--- src/verilog/cmpc_defs.svh ---
// register offsets, field positions, reset values and select codes
`ifndef CMPC_DEFS_SVH
`define CMPC_DEFS_SVH

`define CMPC_OFS_MIRROR   16'h098F
`define CMPC_OFS_C1_CON0  16'h0990
`define CMPC_OFS_C1_CON1  16'h0991
`define CMPC_OFS_C1_NSEL  16'h0992
`define CMPC_OFS_C1_PSEL  16'h0993
`define CMPC_OFS_C2_CON0  16'h0994
`define CMPC_OFS_C2_CON1  16'h0995
`define CMPC_OFS_C2_NSEL  16'h0996
`define CMPC_OFS_C2_PSEL  16'h0997
`define CMPC_OFS_FLAG     16'h0998
`define CMPC_OFS_IRQ_EN   16'h0999

`define CMPC_BIT_EN       7
`define CMPC_BIT_OUT      6
`define CMPC_BIT_INV      4
`define CMPC_BIT_HYS      1
`define CMPC_BIT_SYNC     0
`define CMPC_BIT_RISE     1
`define CMPC_BIT_FALL     0

`define CMPC_RST_BIT      1'h0
`define CMPC_RST_SEL      3'h0
`define CMPC_RST_BYTE     8'h00

`define CMPC_NSEL_GND     3'h7
`define CMPC_NSEL_REF     3'h6
`define CMPC_NSEL_PIN3    3'h3
`define CMPC_NSEL_PIN2    3'h2
`define CMPC_NSEL_PIN1    3'h1
`define CMPC_NSEL_PIN0    3'h0
`define CMPC_PSEL_GND     3'h7
`define CMPC_PSEL_REF     3'h6
`define CMPC_PSEL_DAC     3'h5
`define CMPC_PSEL_PIN1    3'h1
`define CMPC_PSEL_PIN0    3'h0

`define CMPC_TRIG_C1      2'h1
`define CMPC_TRIG_C2      2'h2

`endif

--- src/verilog/cmpc_pkg.sv ---
// shared types of the comparator control block
package cmpc_pkg;
  typedef logic [7:0]  cmpc_byte_t;
  typedef logic [15:0] cmpc_addr_t;
  typedef logic [2:0]  cmpc_chsel_t;
  typedef logic [1:0]  cmpc_trig_t;
endpackage : cmpc_pkg

--- src/verilog/cmpc_sync.sv ---
// two-flop synchroniser for the raw comparator results
`timescale 1ns/1ps
module cmpc_sync (
  // clock and reset
  input  wire logic       clk,
  input  wire logic       srst,
  // async in, synced out
  input  wire logic [1:0] async_in,
  output logic      [1:0] sync_out
);
  logic [1:0] meta_reg;

  // first stage feeds only the second
  always_ff @(posedge clk) begin
    if (srst) begin
      meta_reg <= 2'h0;
      sync_out <= 2'h0;
    end else begin
      meta_reg <= async_in;
      sync_out <= meta_reg;
    end
  end
endmodule : cmpc_sync

--- src/verilog/cmpc_edge.sv ---
// rising and falling edge detector on one level
`timescale 1ns/1ps
module cmpc_edge (
  // clock and reset
  input  wire logic clk,
  input  wire logic srst,
  // level in, edge pulses out
  input  wire logic level,
  output logic      rise,
  output logic      fall
);
  logic prev_reg;

  always_ff @(posedge clk) begin
    if (srst) begin
      prev_reg <= 1'h0;
    end else begin
      prev_reg <= level;
    end
  end

  assign rise = level & ~prev_reg;
  assign fall = ~level & prev_reg;
endmodule : cmpc_edge

--- src/verilog/cmpc_ctrl.sv ---
// digital control and output logic for two analog comparators
//
// Contract
// - active output with enable suspends waveform generator
// - selected comparator rising output starts ADC
// - selected comparator high resets even timer
// - synced outputs stop in sleep on core clock
// - enabled comparator interrupt wakes device
// - mirror register shows both outputs read-only
// - control bit 7 enables comparator, resets 0
// - bit 6 reads result, inverted by polarity
// - control bit 4 inverts output, resets 0
// - control bit 1 enables hysteresis, resets 0
// - sync bit latches output on timer fall
// - rise enable sets flag on rising edge
// - fall enable sets flag on falling edge
// - inverting select codes route ground, reference, pins
// - non-inverting codes route ground, reference, DAC, pins
// - internal output latched each instruction cycle
// - disabled comparator disconnects inputs, output zero; code outputs the polarity bit inv_reg instead
// - flag held until cleared; edge beats clear
// - polarity or enable toggles can raise flag
`timescale 1ns/1ps
`include "cmpc_defs.svh"
module cmpc_ctrl (
  // clock and reset
  input  wire logic                  CORE_CLK,
  input  wire logic                  SRST,
  // register port
  input  wire cmpc_pkg::cmpc_addr_t  REG_ADDR,
  input  wire cmpc_pkg::cmpc_byte_t  REG_WDATA,
  input  wire logic                  REG_WR,
  input  wire logic                  REG_RD,
  output cmpc_pkg::cmpc_byte_t       REG_RDATA,
  // analog core and timing
  input  wire logic [1:0]            CMP_RAW,
  input  wire logic                  INSTR_CYCLE_EN,
  input  wire logic                  TMR_CLK_FALL_EN,
  input  wire logic                  TMR_SRC_IS_CORE,
  input  wire logic                  SLEEP,
  // partner selections
  input  wire logic [1:0]            SHDN_SRC_EN,
  input  wire cmpc_pkg::cmpc_trig_t  ADC_TRIG_SEL,
  input  wire cmpc_pkg::cmpc_trig_t  TMR_RST_SEL,
  // analog controls
  output logic [1:0]                 ANALOG_EN,
  output logic [1:0]                 HYST_EN,
  output logic [11:0]                NEG_ROUTE,
  output logic [9:0]                 POS_ROUTE,
  // results and events
  output logic [1:0]                 CMP_EXT_OUT,
  output logic                       WG_SUSPEND,
  output logic                       ADC_START,
  output logic                       TMR_RESET,
  output logic [1:0]                 COMP_IRQ,
  output logic                       WAKE
);

  logic [1:0]           raw_s;
  logic [1:0]           int_out;
  logic [1:0]           rise_ev;
  logic [1:0]           fall_ev;
  logic [1:0]           ext_rise;
  logic [1:0]           ext_prev_reg;
  logic [1:0]           flag_reg;
  logic [1:0]           irq_en_reg;
  logic [1:0]           flag_set;
  logic                 sync_latch_en;
  logic                 wr_flag;
  logic                 wr_irq_en;
  logic                 adc_fire;
  logic                 tmr_fire;
  cmpc_pkg::cmpc_byte_t con0_rd [2];
  cmpc_pkg::cmpc_byte_t con1_rd [2];
  cmpc_pkg::cmpc_byte_t nsel_rd [2];
  cmpc_pkg::cmpc_byte_t psel_rd [2];
  cmpc_pkg::cmpc_byte_t rdata_next;

  // raw result crosses in before anything looks at it
  cmpc_sync u_sync (
    .clk      (CORE_CLK),
    .srst     (SRST),
    .async_in (CMP_RAW),
    .sync_out (raw_s)
  );

  // a core-clocked timer is stopped in sleep, so its edges never come
  assign sync_latch_en = TMR_CLK_FALL_EN &
                         ~(SLEEP & TMR_SRC_IS_CORE);

  assign wr_flag   = REG_WR && (REG_ADDR == `CMPC_OFS_FLAG);
  assign wr_irq_en = REG_WR && (REG_ADDR == `CMPC_OFS_IRQ_EN);

  genvar i;
  generate
    for (i = 0; i < 2; i = i + 1) begin : g_cmp
      localparam cmpc_pkg::cmpc_addr_t OFS_CON0 =
        (i == 0) ? `CMPC_OFS_C1_CON0 : `CMPC_OFS_C2_CON0;
      localparam cmpc_pkg::cmpc_addr_t OFS_CON1 =
        (i == 0) ? `CMPC_OFS_C1_CON1 : `CMPC_OFS_C2_CON1;
      localparam cmpc_pkg::cmpc_addr_t OFS_NSEL =
        (i == 0) ? `CMPC_OFS_C1_NSEL : `CMPC_OFS_C2_NSEL;
      localparam cmpc_pkg::cmpc_addr_t OFS_PSEL =
        (i == 0) ? `CMPC_OFS_C1_PSEL : `CMPC_OFS_C2_PSEL;

      logic                  en_reg;
      logic                  inv_reg;
      logic                  hys_reg;
      logic                  sync_reg;
      logic                  rise_en_reg;
      logic                  fall_en_reg;
      cmpc_pkg::cmpc_chsel_t nsel_reg;
      cmpc_pkg::cmpc_chsel_t psel_reg;
      logic                  res_reg;
      logic                  ext_reg;
      logic [5:0]            nroute_reg;
      logic [4:0]            proute_reg;
      logic                  value;

      // control register 0 fields
      always_ff @(posedge CORE_CLK) begin
        if (SRST) begin
          en_reg   <= `CMPC_RST_BIT;
          inv_reg  <= `CMPC_RST_BIT;
          hys_reg  <= `CMPC_RST_BIT;
          sync_reg <= `CMPC_RST_BIT;
        end else if (REG_WR && REG_ADDR == OFS_CON0) begin
          en_reg   <= REG_WDATA[`CMPC_BIT_EN];
          inv_reg  <= REG_WDATA[`CMPC_BIT_INV];
          hys_reg  <= REG_WDATA[`CMPC_BIT_HYS];
          sync_reg <= REG_WDATA[`CMPC_BIT_SYNC];
        end
      end

      // control register 1 fields
      always_ff @(posedge CORE_CLK) begin
        if (SRST) begin
          rise_en_reg <= `CMPC_RST_BIT;
          fall_en_reg <= `CMPC_RST_BIT;
        end else if (REG_WR && REG_ADDR == OFS_CON1) begin
          rise_en_reg <= REG_WDATA[`CMPC_BIT_RISE];
          fall_en_reg <= REG_WDATA[`CMPC_BIT_FALL];
        end
      end

      // channel selects
      always_ff @(posedge CORE_CLK) begin
        if (SRST) begin
          nsel_reg <= `CMPC_RST_SEL;
          psel_reg <= `CMPC_RST_SEL;
        end else begin
          if (REG_WR && REG_ADDR == OFS_NSEL) begin
            nsel_reg <= REG_WDATA[2:0];
          end
          if (REG_WR && REG_ADDR == OFS_PSEL) begin
            psel_reg <= REG_WDATA[2:0];
          end
        end
      end

      // disabled core reads as 0 before the polarity stage, so a
      // polarity or enable toggle still moves the output
      assign value = (en_reg & raw_s[i]) ^ inv_reg;

      // internal copy moves once per instruction cycle
      always_ff @(posedge CORE_CLK) begin
        if (SRST) begin
          res_reg <= `CMPC_RST_BIT;
        end else if (INSTR_CYCLE_EN) begin
          res_reg <= value;
        end
      end

      // peripheral copy: timer-synced or passed straight on
      always_ff @(posedge CORE_CLK) begin
        if (SRST) begin
          ext_reg <= `CMPC_RST_BIT;
        end else if (!sync_reg) begin
          ext_reg <= value;
        end else if (sync_latch_en) begin
          ext_reg <= value;
        end
      end

      // inverting input routing: {ground, reference, pin3..pin0}
      always_ff @(posedge CORE_CLK) begin
        if (SRST || !en_reg) begin
          nroute_reg <= 6'h00;
        end else begin
          case (nsel_reg)
            `CMPC_NSEL_GND:  nroute_reg <= 6'h20;
            `CMPC_NSEL_REF:  nroute_reg <= 6'h10;
            `CMPC_NSEL_PIN3: nroute_reg <= 6'h08;
            `CMPC_NSEL_PIN2: nroute_reg <= 6'h04;
            `CMPC_NSEL_PIN1: nroute_reg <= 6'h02;
            `CMPC_NSEL_PIN0: nroute_reg <= 6'h01;
            default:         nroute_reg <= 6'h00;
          endcase
        end
      end

      // non-inverting routing: {ground, reference, dac, pin1, pin0}
      always_ff @(posedge CORE_CLK) begin
        if (SRST || !en_reg) begin
          proute_reg <= 5'h00;
        end else begin
          case (psel_reg)
            `CMPC_PSEL_GND:  proute_reg <= 5'h10;
            `CMPC_PSEL_REF:  proute_reg <= 5'h08;
            `CMPC_PSEL_DAC:  proute_reg <= 5'h04;
            `CMPC_PSEL_PIN1: proute_reg <= 5'h02;
            `CMPC_PSEL_PIN0: proute_reg <= 5'h01;
            default:         proute_reg <= 5'h00;
          endcase
        end
      end

      cmpc_edge u_edge (
        .clk   (CORE_CLK),
        .srst  (SRST),
        .level (res_reg),
        .rise  (rise_ev[i]),
        .fall  (fall_ev[i])
      );

      assign flag_set[i] = (rise_ev[i] & rise_en_reg)
                         | (fall_ev[i] & fall_en_reg);

      // edge in the clearing cycle keeps the flag
      always_ff @(posedge CORE_CLK) begin
        if (SRST) begin
          flag_reg[i] <= `CMPC_RST_BIT;
        end else if (flag_set[i]) begin
          flag_reg[i] <= 1'h1;
        end else if (wr_flag && REG_WDATA[i]) begin
          flag_reg[i] <= 1'h0;
        end
      end

      assign int_out[i]   = res_reg;
      assign ext_rise[i]  = ext_reg & ~ext_prev_reg[i];
      assign CMP_EXT_OUT[i]     = ext_reg;
      assign ANALOG_EN[i]       = en_reg;
      assign HYST_EN[i]         = hys_reg;
      assign NEG_ROUTE[6*i +: 6] = nroute_reg;
      assign POS_ROUTE[5*i +: 5] = proute_reg;

      assign con0_rd[i] = {en_reg, res_reg, 1'h0, inv_reg,
                           2'h0, hys_reg, sync_reg};
      assign con1_rd[i] = {6'h00, rise_en_reg, fall_en_reg};
      assign nsel_rd[i] = {5'h00, nsel_reg};
      assign psel_rd[i] = {5'h00, psel_reg};
    end
  endgenerate

  // software interrupt enables
  always_ff @(posedge CORE_CLK) begin
    if (SRST) begin
      irq_en_reg <= 2'h0;
    end else if (wr_irq_en) begin
      irq_en_reg <= REG_WDATA[1:0];
    end
  end

  // previous peripheral output, for rising edges seen by partners
  always_ff @(posedge CORE_CLK) begin
    if (SRST) begin
      ext_prev_reg <= 2'h0;
    end else begin
      ext_prev_reg <= CMP_EXT_OUT;
    end
  end

  // partner events; the converter wants one start per rising output
  assign adc_fire = ((ADC_TRIG_SEL == `CMPC_TRIG_C1) & ext_rise[0])
                  | ((ADC_TRIG_SEL == `CMPC_TRIG_C2) & ext_rise[1]);
  assign tmr_fire = ((TMR_RST_SEL == `CMPC_TRIG_C1) & CMP_EXT_OUT[0])
                  | ((TMR_RST_SEL == `CMPC_TRIG_C2) & CMP_EXT_OUT[1]);

  always_ff @(posedge CORE_CLK) begin
    if (SRST) begin
      WG_SUSPEND <= 1'h0;
    end else begin
      WG_SUSPEND <= |(CMP_EXT_OUT & SHDN_SRC_EN);
    end
  end

  always_ff @(posedge CORE_CLK) begin
    if (SRST) begin
      ADC_START <= 1'h0;
    end else begin
      ADC_START <= adc_fire;
    end
  end

  // held as a level: the timer stays cleared while the output is high
  always_ff @(posedge CORE_CLK) begin
    if (SRST) begin
      TMR_RESET <= 1'h0;
    end else begin
      TMR_RESET <= tmr_fire;
    end
  end

  // pending interrupts and wake request
  always_ff @(posedge CORE_CLK) begin
    if (SRST) begin
      COMP_IRQ <= 2'h0;
      WAKE     <= 1'h0;
    end else begin
      COMP_IRQ <= flag_reg & irq_en_reg;
      WAKE     <= SLEEP & |(flag_reg & irq_en_reg);
    end
  end

  // read multiplexer; unmapped addresses read zero
  always_comb begin
    rdata_next = `CMPC_RST_BYTE;
    case (REG_ADDR)
      `CMPC_OFS_MIRROR:  rdata_next = {6'h00, int_out};
      `CMPC_OFS_C1_CON0: rdata_next = con0_rd[0];
      `CMPC_OFS_C1_CON1: rdata_next = con1_rd[0];
      `CMPC_OFS_C1_NSEL: rdata_next = nsel_rd[0];
      `CMPC_OFS_C1_PSEL: rdata_next = psel_rd[0];
      `CMPC_OFS_C2_CON0: rdata_next = con0_rd[1];
      `CMPC_OFS_C2_CON1: rdata_next = con1_rd[1];
      `CMPC_OFS_C2_NSEL: rdata_next = nsel_rd[1];
      `CMPC_OFS_C2_PSEL: rdata_next = psel_rd[1];
      `CMPC_OFS_FLAG:    rdata_next = {6'h00, flag_reg};
      `CMPC_OFS_IRQ_EN:  rdata_next = {6'h00, irq_en_reg};
      default:           rdata_next = `CMPC_RST_BYTE;
    endcase
  end

  // data stand only in the cycle after the read strobe
  always_ff @(posedge CORE_CLK) begin
    if (SRST) begin
      REG_RDATA <= `CMPC_RST_BYTE;
    end else if (REG_RD) begin
      REG_RDATA <= rdata_next;
    end else begin
      REG_RDATA <= `CMPC_RST_BYTE;
    end
  end

endmodule : cmpc_ctrl

--- config.mk ---
export PLATFORM = sky130hd
export DESIGN_NAME = cmpc_ctrl
export DESIGN_NICKNAME = d
export VERILOG_FILES = /design/src/verilog/cmpc_pkg.sv /design/src/verilog/cmpc_sync.sv /design/src/verilog/cmpc_edge.sv /design/src/verilog/cmpc_ctrl.sv
export VERILOG_INCLUDE_DIRS = /design/src /design/src/verilog
export SDC_FILE = /design/constraint.sdc
export NUM_CORES = 1
export LEC_CHECK = 0
export BUFFER_PORTS_ARGS = -buffer_cell sky130_fd_sc_hd__buf_2
export CELL_PAD_IN_SITES_DETAIL_PLACEMENT = 1
export CELL_PAD_IN_SITES_GLOBAL_PLACEMENT = 2
export CORE_MARGIN = 8
export CORE_UTILIZATION = 31
export CTS_CLUSTER_SIZE = 28
export DETAILED_ROUTE_END_ITERATION = 16
export GPL_TIMING_DRIVEN = 0
export PLACE_DENSITY_LB_ADDON = 0.1
export SLEW_MARGIN = 10
export SYNTH_ARGS = -nofsm -noshare
export SYNTH_HDL_FRONTEND = slang
export SYNTH_SLANG_ARGS = --single-unit
--- constraint.sdc ---
create_clock -name CORE_CLK -period 1.89 [get_ports CORE_CLK]
set_clock_uncertainty 0.05 [all_clocks]
set_input_delay 0.4725 -clock CORE_CLK [delete_from_list [all_inputs] [get_ports CORE_CLK]]
set_output_delay 0.4725 -clock CORE_CLK [all_outputs]
set_load 0.02 [all_outputs]
==> metrics.md <==
| Metric | Value |
|---|---|
| Net count of the finished layout | 454 |
| Slew Limit Headroom | 56.1% |
| First DRT Iteration DRCs | 132 |
| Number of flip-flops in the largest register | 12 |
| Final worst path period need | 1.76 ns |
| Wire length of the first global-routing pass | 14.7 mm |
| VDD IR max | 328 uV |
| Final hold violations | 0 |
| Final weighted congestion of routability-driven global placement | 0.836 |
| Class of the tightest hold or removal check | input port to flip-flop |
| Fraction of synthesis flops using an asynchronous set or reset pin | 0% |
| Post-synth top area share | 49.1% |
| Worst setup EP type | flip-flop |
| Lkg Pwr | 1.48 nW |
| Die width | 115 um |
| Biggest area contributors in the synthesized netlist | dfxtp_1 (49%), nor2_1 (4.8%), mux2i_1 (4.3%), nand2_1 (4.1%), a21oi_1 (3.3%) |
| Vertical die dimension | 115 um |
| Avg WL per Cell | 17.0 um |
| Area leader, netlist | dfxtp_1 |
| Layout cell share with drive strength beyond 1 | 26.6% |
| Unique masters post-synth | 50 |
| Number of enable flip-flop cells after synthesis | 0 |
| Final critical-path share of the clock period | 93.1% |
| Outcome | finished clean |
| Final Instance Area | 0.00371 sq mm |
| Highest net fanout along the worst path | 10 |
| Initial DRT Pass Iterations | 4 |
| Latest clock arrival within the worst-skew pair | 0.35 ns |
| Number of max-slew violations in the final report | 0 |
| Total number of vias | 2688 |
| Synth warnings | 0 |
| Sequential-to-total area share from yosys stat | 49.1% |
| Maximum level of the CTS H-tree | 3 |
| Clock root cell | clkbuf_8 |
| Antenna cells | 0 |
| Total clock buffers created by CTS | 9 |
| CP arrival | 1.95 ns |
| Non-filler instance count after layout | 551 |
| Upper clock frequency limit | 0.568 GHz |
| Netlist area before placement | 0.00302 sq mm |
| FP Rows | 36 |
| Main flop type after synthesis | dfxtp_1 |
| Total of buffers placed on input and output ports | 73 |
| CP required | 2.08 ns |
| Number of antenna violations at the first check in global routing | 0 |
| Flip-flop and latch count after synthesis | 74 |
| Max-Cap Viols | 0 |
| Gate count of the mapped netlist | 330 |
| HPWL after DPL | 7.09 mm |
| Routed WL | 9.37 mm |
| Area added between synthesis and finish | 22.8% |
| Top-level I/O count | 82 |
| Die outline area | 0.0132 sq mm |
| Worst Max-Slew Pin Slew | 0.658 ns |
| Largest net degree at the start of global routing | 12 |
| Antenna-violating nets left | 0 |
| Number of placed instances, taps included | 537 |
| Clock tree from TritonCTS | yes |
| Unrepaired setup endpoints after global routing | false |
| Post-detailed-route DRC marker count | 0 |
| Critical setup path kind | input port to flip-flop |
| Overflow left after global routing | 0 |
| Maximum number of buffers from clock root to sink | 2 |
| Routed via count divided by cell count | 4.88 |
| Total power divided by cell area | 745 mW/mm^2 |
| Final setup viols | 0 |
| Number of global-route vias before repair | 2709 |
| GRT Util Overall | 14.8% |
| Fin util | 38.7% |
| Synthesized area per cell | 9.15 sq um |
| Initial cell density of the core | 31.5% |
| Filler instances | 1164 |
| Total core area | 0.00959 sq mm |
| Clock Pin Slew Worst Setup and Hold Paths | 0.07 ns |
| Placement-stage cell area | 0.00355 sq mm |
| Startpoint class of the critical path | input port |
| TritonCTS Sinks | 74 |
cells in the mapped netlist, types with 4 or more instances:
cell type / n
dfxtp_1: 74
nor2_1: 39
nand2_1: 33
a21oi_1: 20
nand3_1: 17
mux2i_1: 13
nor2b_1: 12
clkbuf_1: 11
o21ai_0: 11
nor4_1: 10
nand4_1: 9
buf_4: 8
inv_1: 8
a22oi_1: 5
mux2_2: 5
nor3_1: 5
nor3b_1: 4
power by group:
part           leakage [nW]  total [W]  switching [W]  internal (W)
Clock                0.0762    0.00104       0.000572      0.000466
Combinational         0.809   0.000159       0.000103     0.0000556
Sequential            0.597    0.00157     0.00000349       0.00156
metrics by stage:
step	worst slack [ns]	power, W	TNS (ns)	hold slack (ns)
2_1_floorplan	0.100	0.00168	0	0.364
3_3_place_gp	-0.289	0.00176	-6.19	0.373
6_report	0.130	0.00276	0	0.269
3_5_place_dp	-0.300	0.00176	-6.60	0.382
4_1_cts	0.0728	0.00281	0	0.251
5_1_grt	0.0124	0.00288	0	0.269
repair_timing:
| action | 4_1_cts | 5_1_grt |
|---|---|---|
| hold buffers | 0 | 0 |
| resized for setup | 0 | 2 |
| endpoints found under the setup margin | 0 | 11 |
| setup buffers | 0 | 0 |
cells by family after synthesis:
logic type	share of synthesized area (%)
DFF	49.1
buffers and inverters	4.64
and+or+nand+nor	28.7
AOI/OAI and AO/OA	9.99
other	0.124
muxes	6.92
xor gates and xnor gates	0.580
worst paths after layout:
path,startpoint,end,slack (ns),depth (start not counted)
worst max-delay path,REG_ADDR[2],REG_RDATA[2]$_SDFF_PP0_,0.13,5
worst min register to register,u_sync.meta_reg[1]$_SDFF_PP0_,u_sync.sync_out[1]$_SDFF_PP0_,0.39,1
worst max register to register,g_cmp[0].psel_reg[1]$_SDFFE_PP0P_,REG_RDATA[1]$_SDFF_PP0_,0.31,4
worst min-delay path,TMR_RST_SEL[1],TMR_RESET$_SDFF_PP0_,0.27,2
per-layer routing:
metal	vias up	GRT usage (%)	wire (um)
met1	1292	18.0	4360
met4	0	6.12	145
met2	46	24.0	4440
met3	12	4.11	419
met5	-	0	0
li1	1338	-	-
worst max-delay path, cell delays in order:
cell,delay (ns)
buf_2,0.21
buf_1,0.41
nand4_1,0.15
a211o_1,0.40
nor3_1,0.31
area by class of cell:
cell class | count | area, sq um | area share [%]
Clock buffer | 12 | 135 | 3.64
Clock inverter | 3 | 17.5 | 0.472
Tap cell | 133 | 166 | 4.49
Inverter | 8 | 30.0 | 0.810
Multi-Input combinational cell | 228 | 1410 | 37.9
Timing Repair Buffer | 73 | 365 | 9.85
Sequential cell | 74 | 1480 | 39.9
Buffer | 20 | 106 | 2.87
cells in the final DEF, fill, tap and decap left out, types with 3 or more instances in the layout:
master and n:
a21oi_1 20, a22oi_1 5, and4_1 3, buf_2 74
buf_4 8, clkbuf_1 13, clkbuf_8 9, dfxtp_1 74
inv_1 8, mux2_2 5, mux2i_1 13, nand2_1 33
nand3_1 17, nand4_1 9, nor2_1 37, nor2b_1 12
nor3_1 5, nor3b_1 4, nor4_1 10, nor4b_1 3
o21ai_0 11
Power figures use the tool's default switching activity.
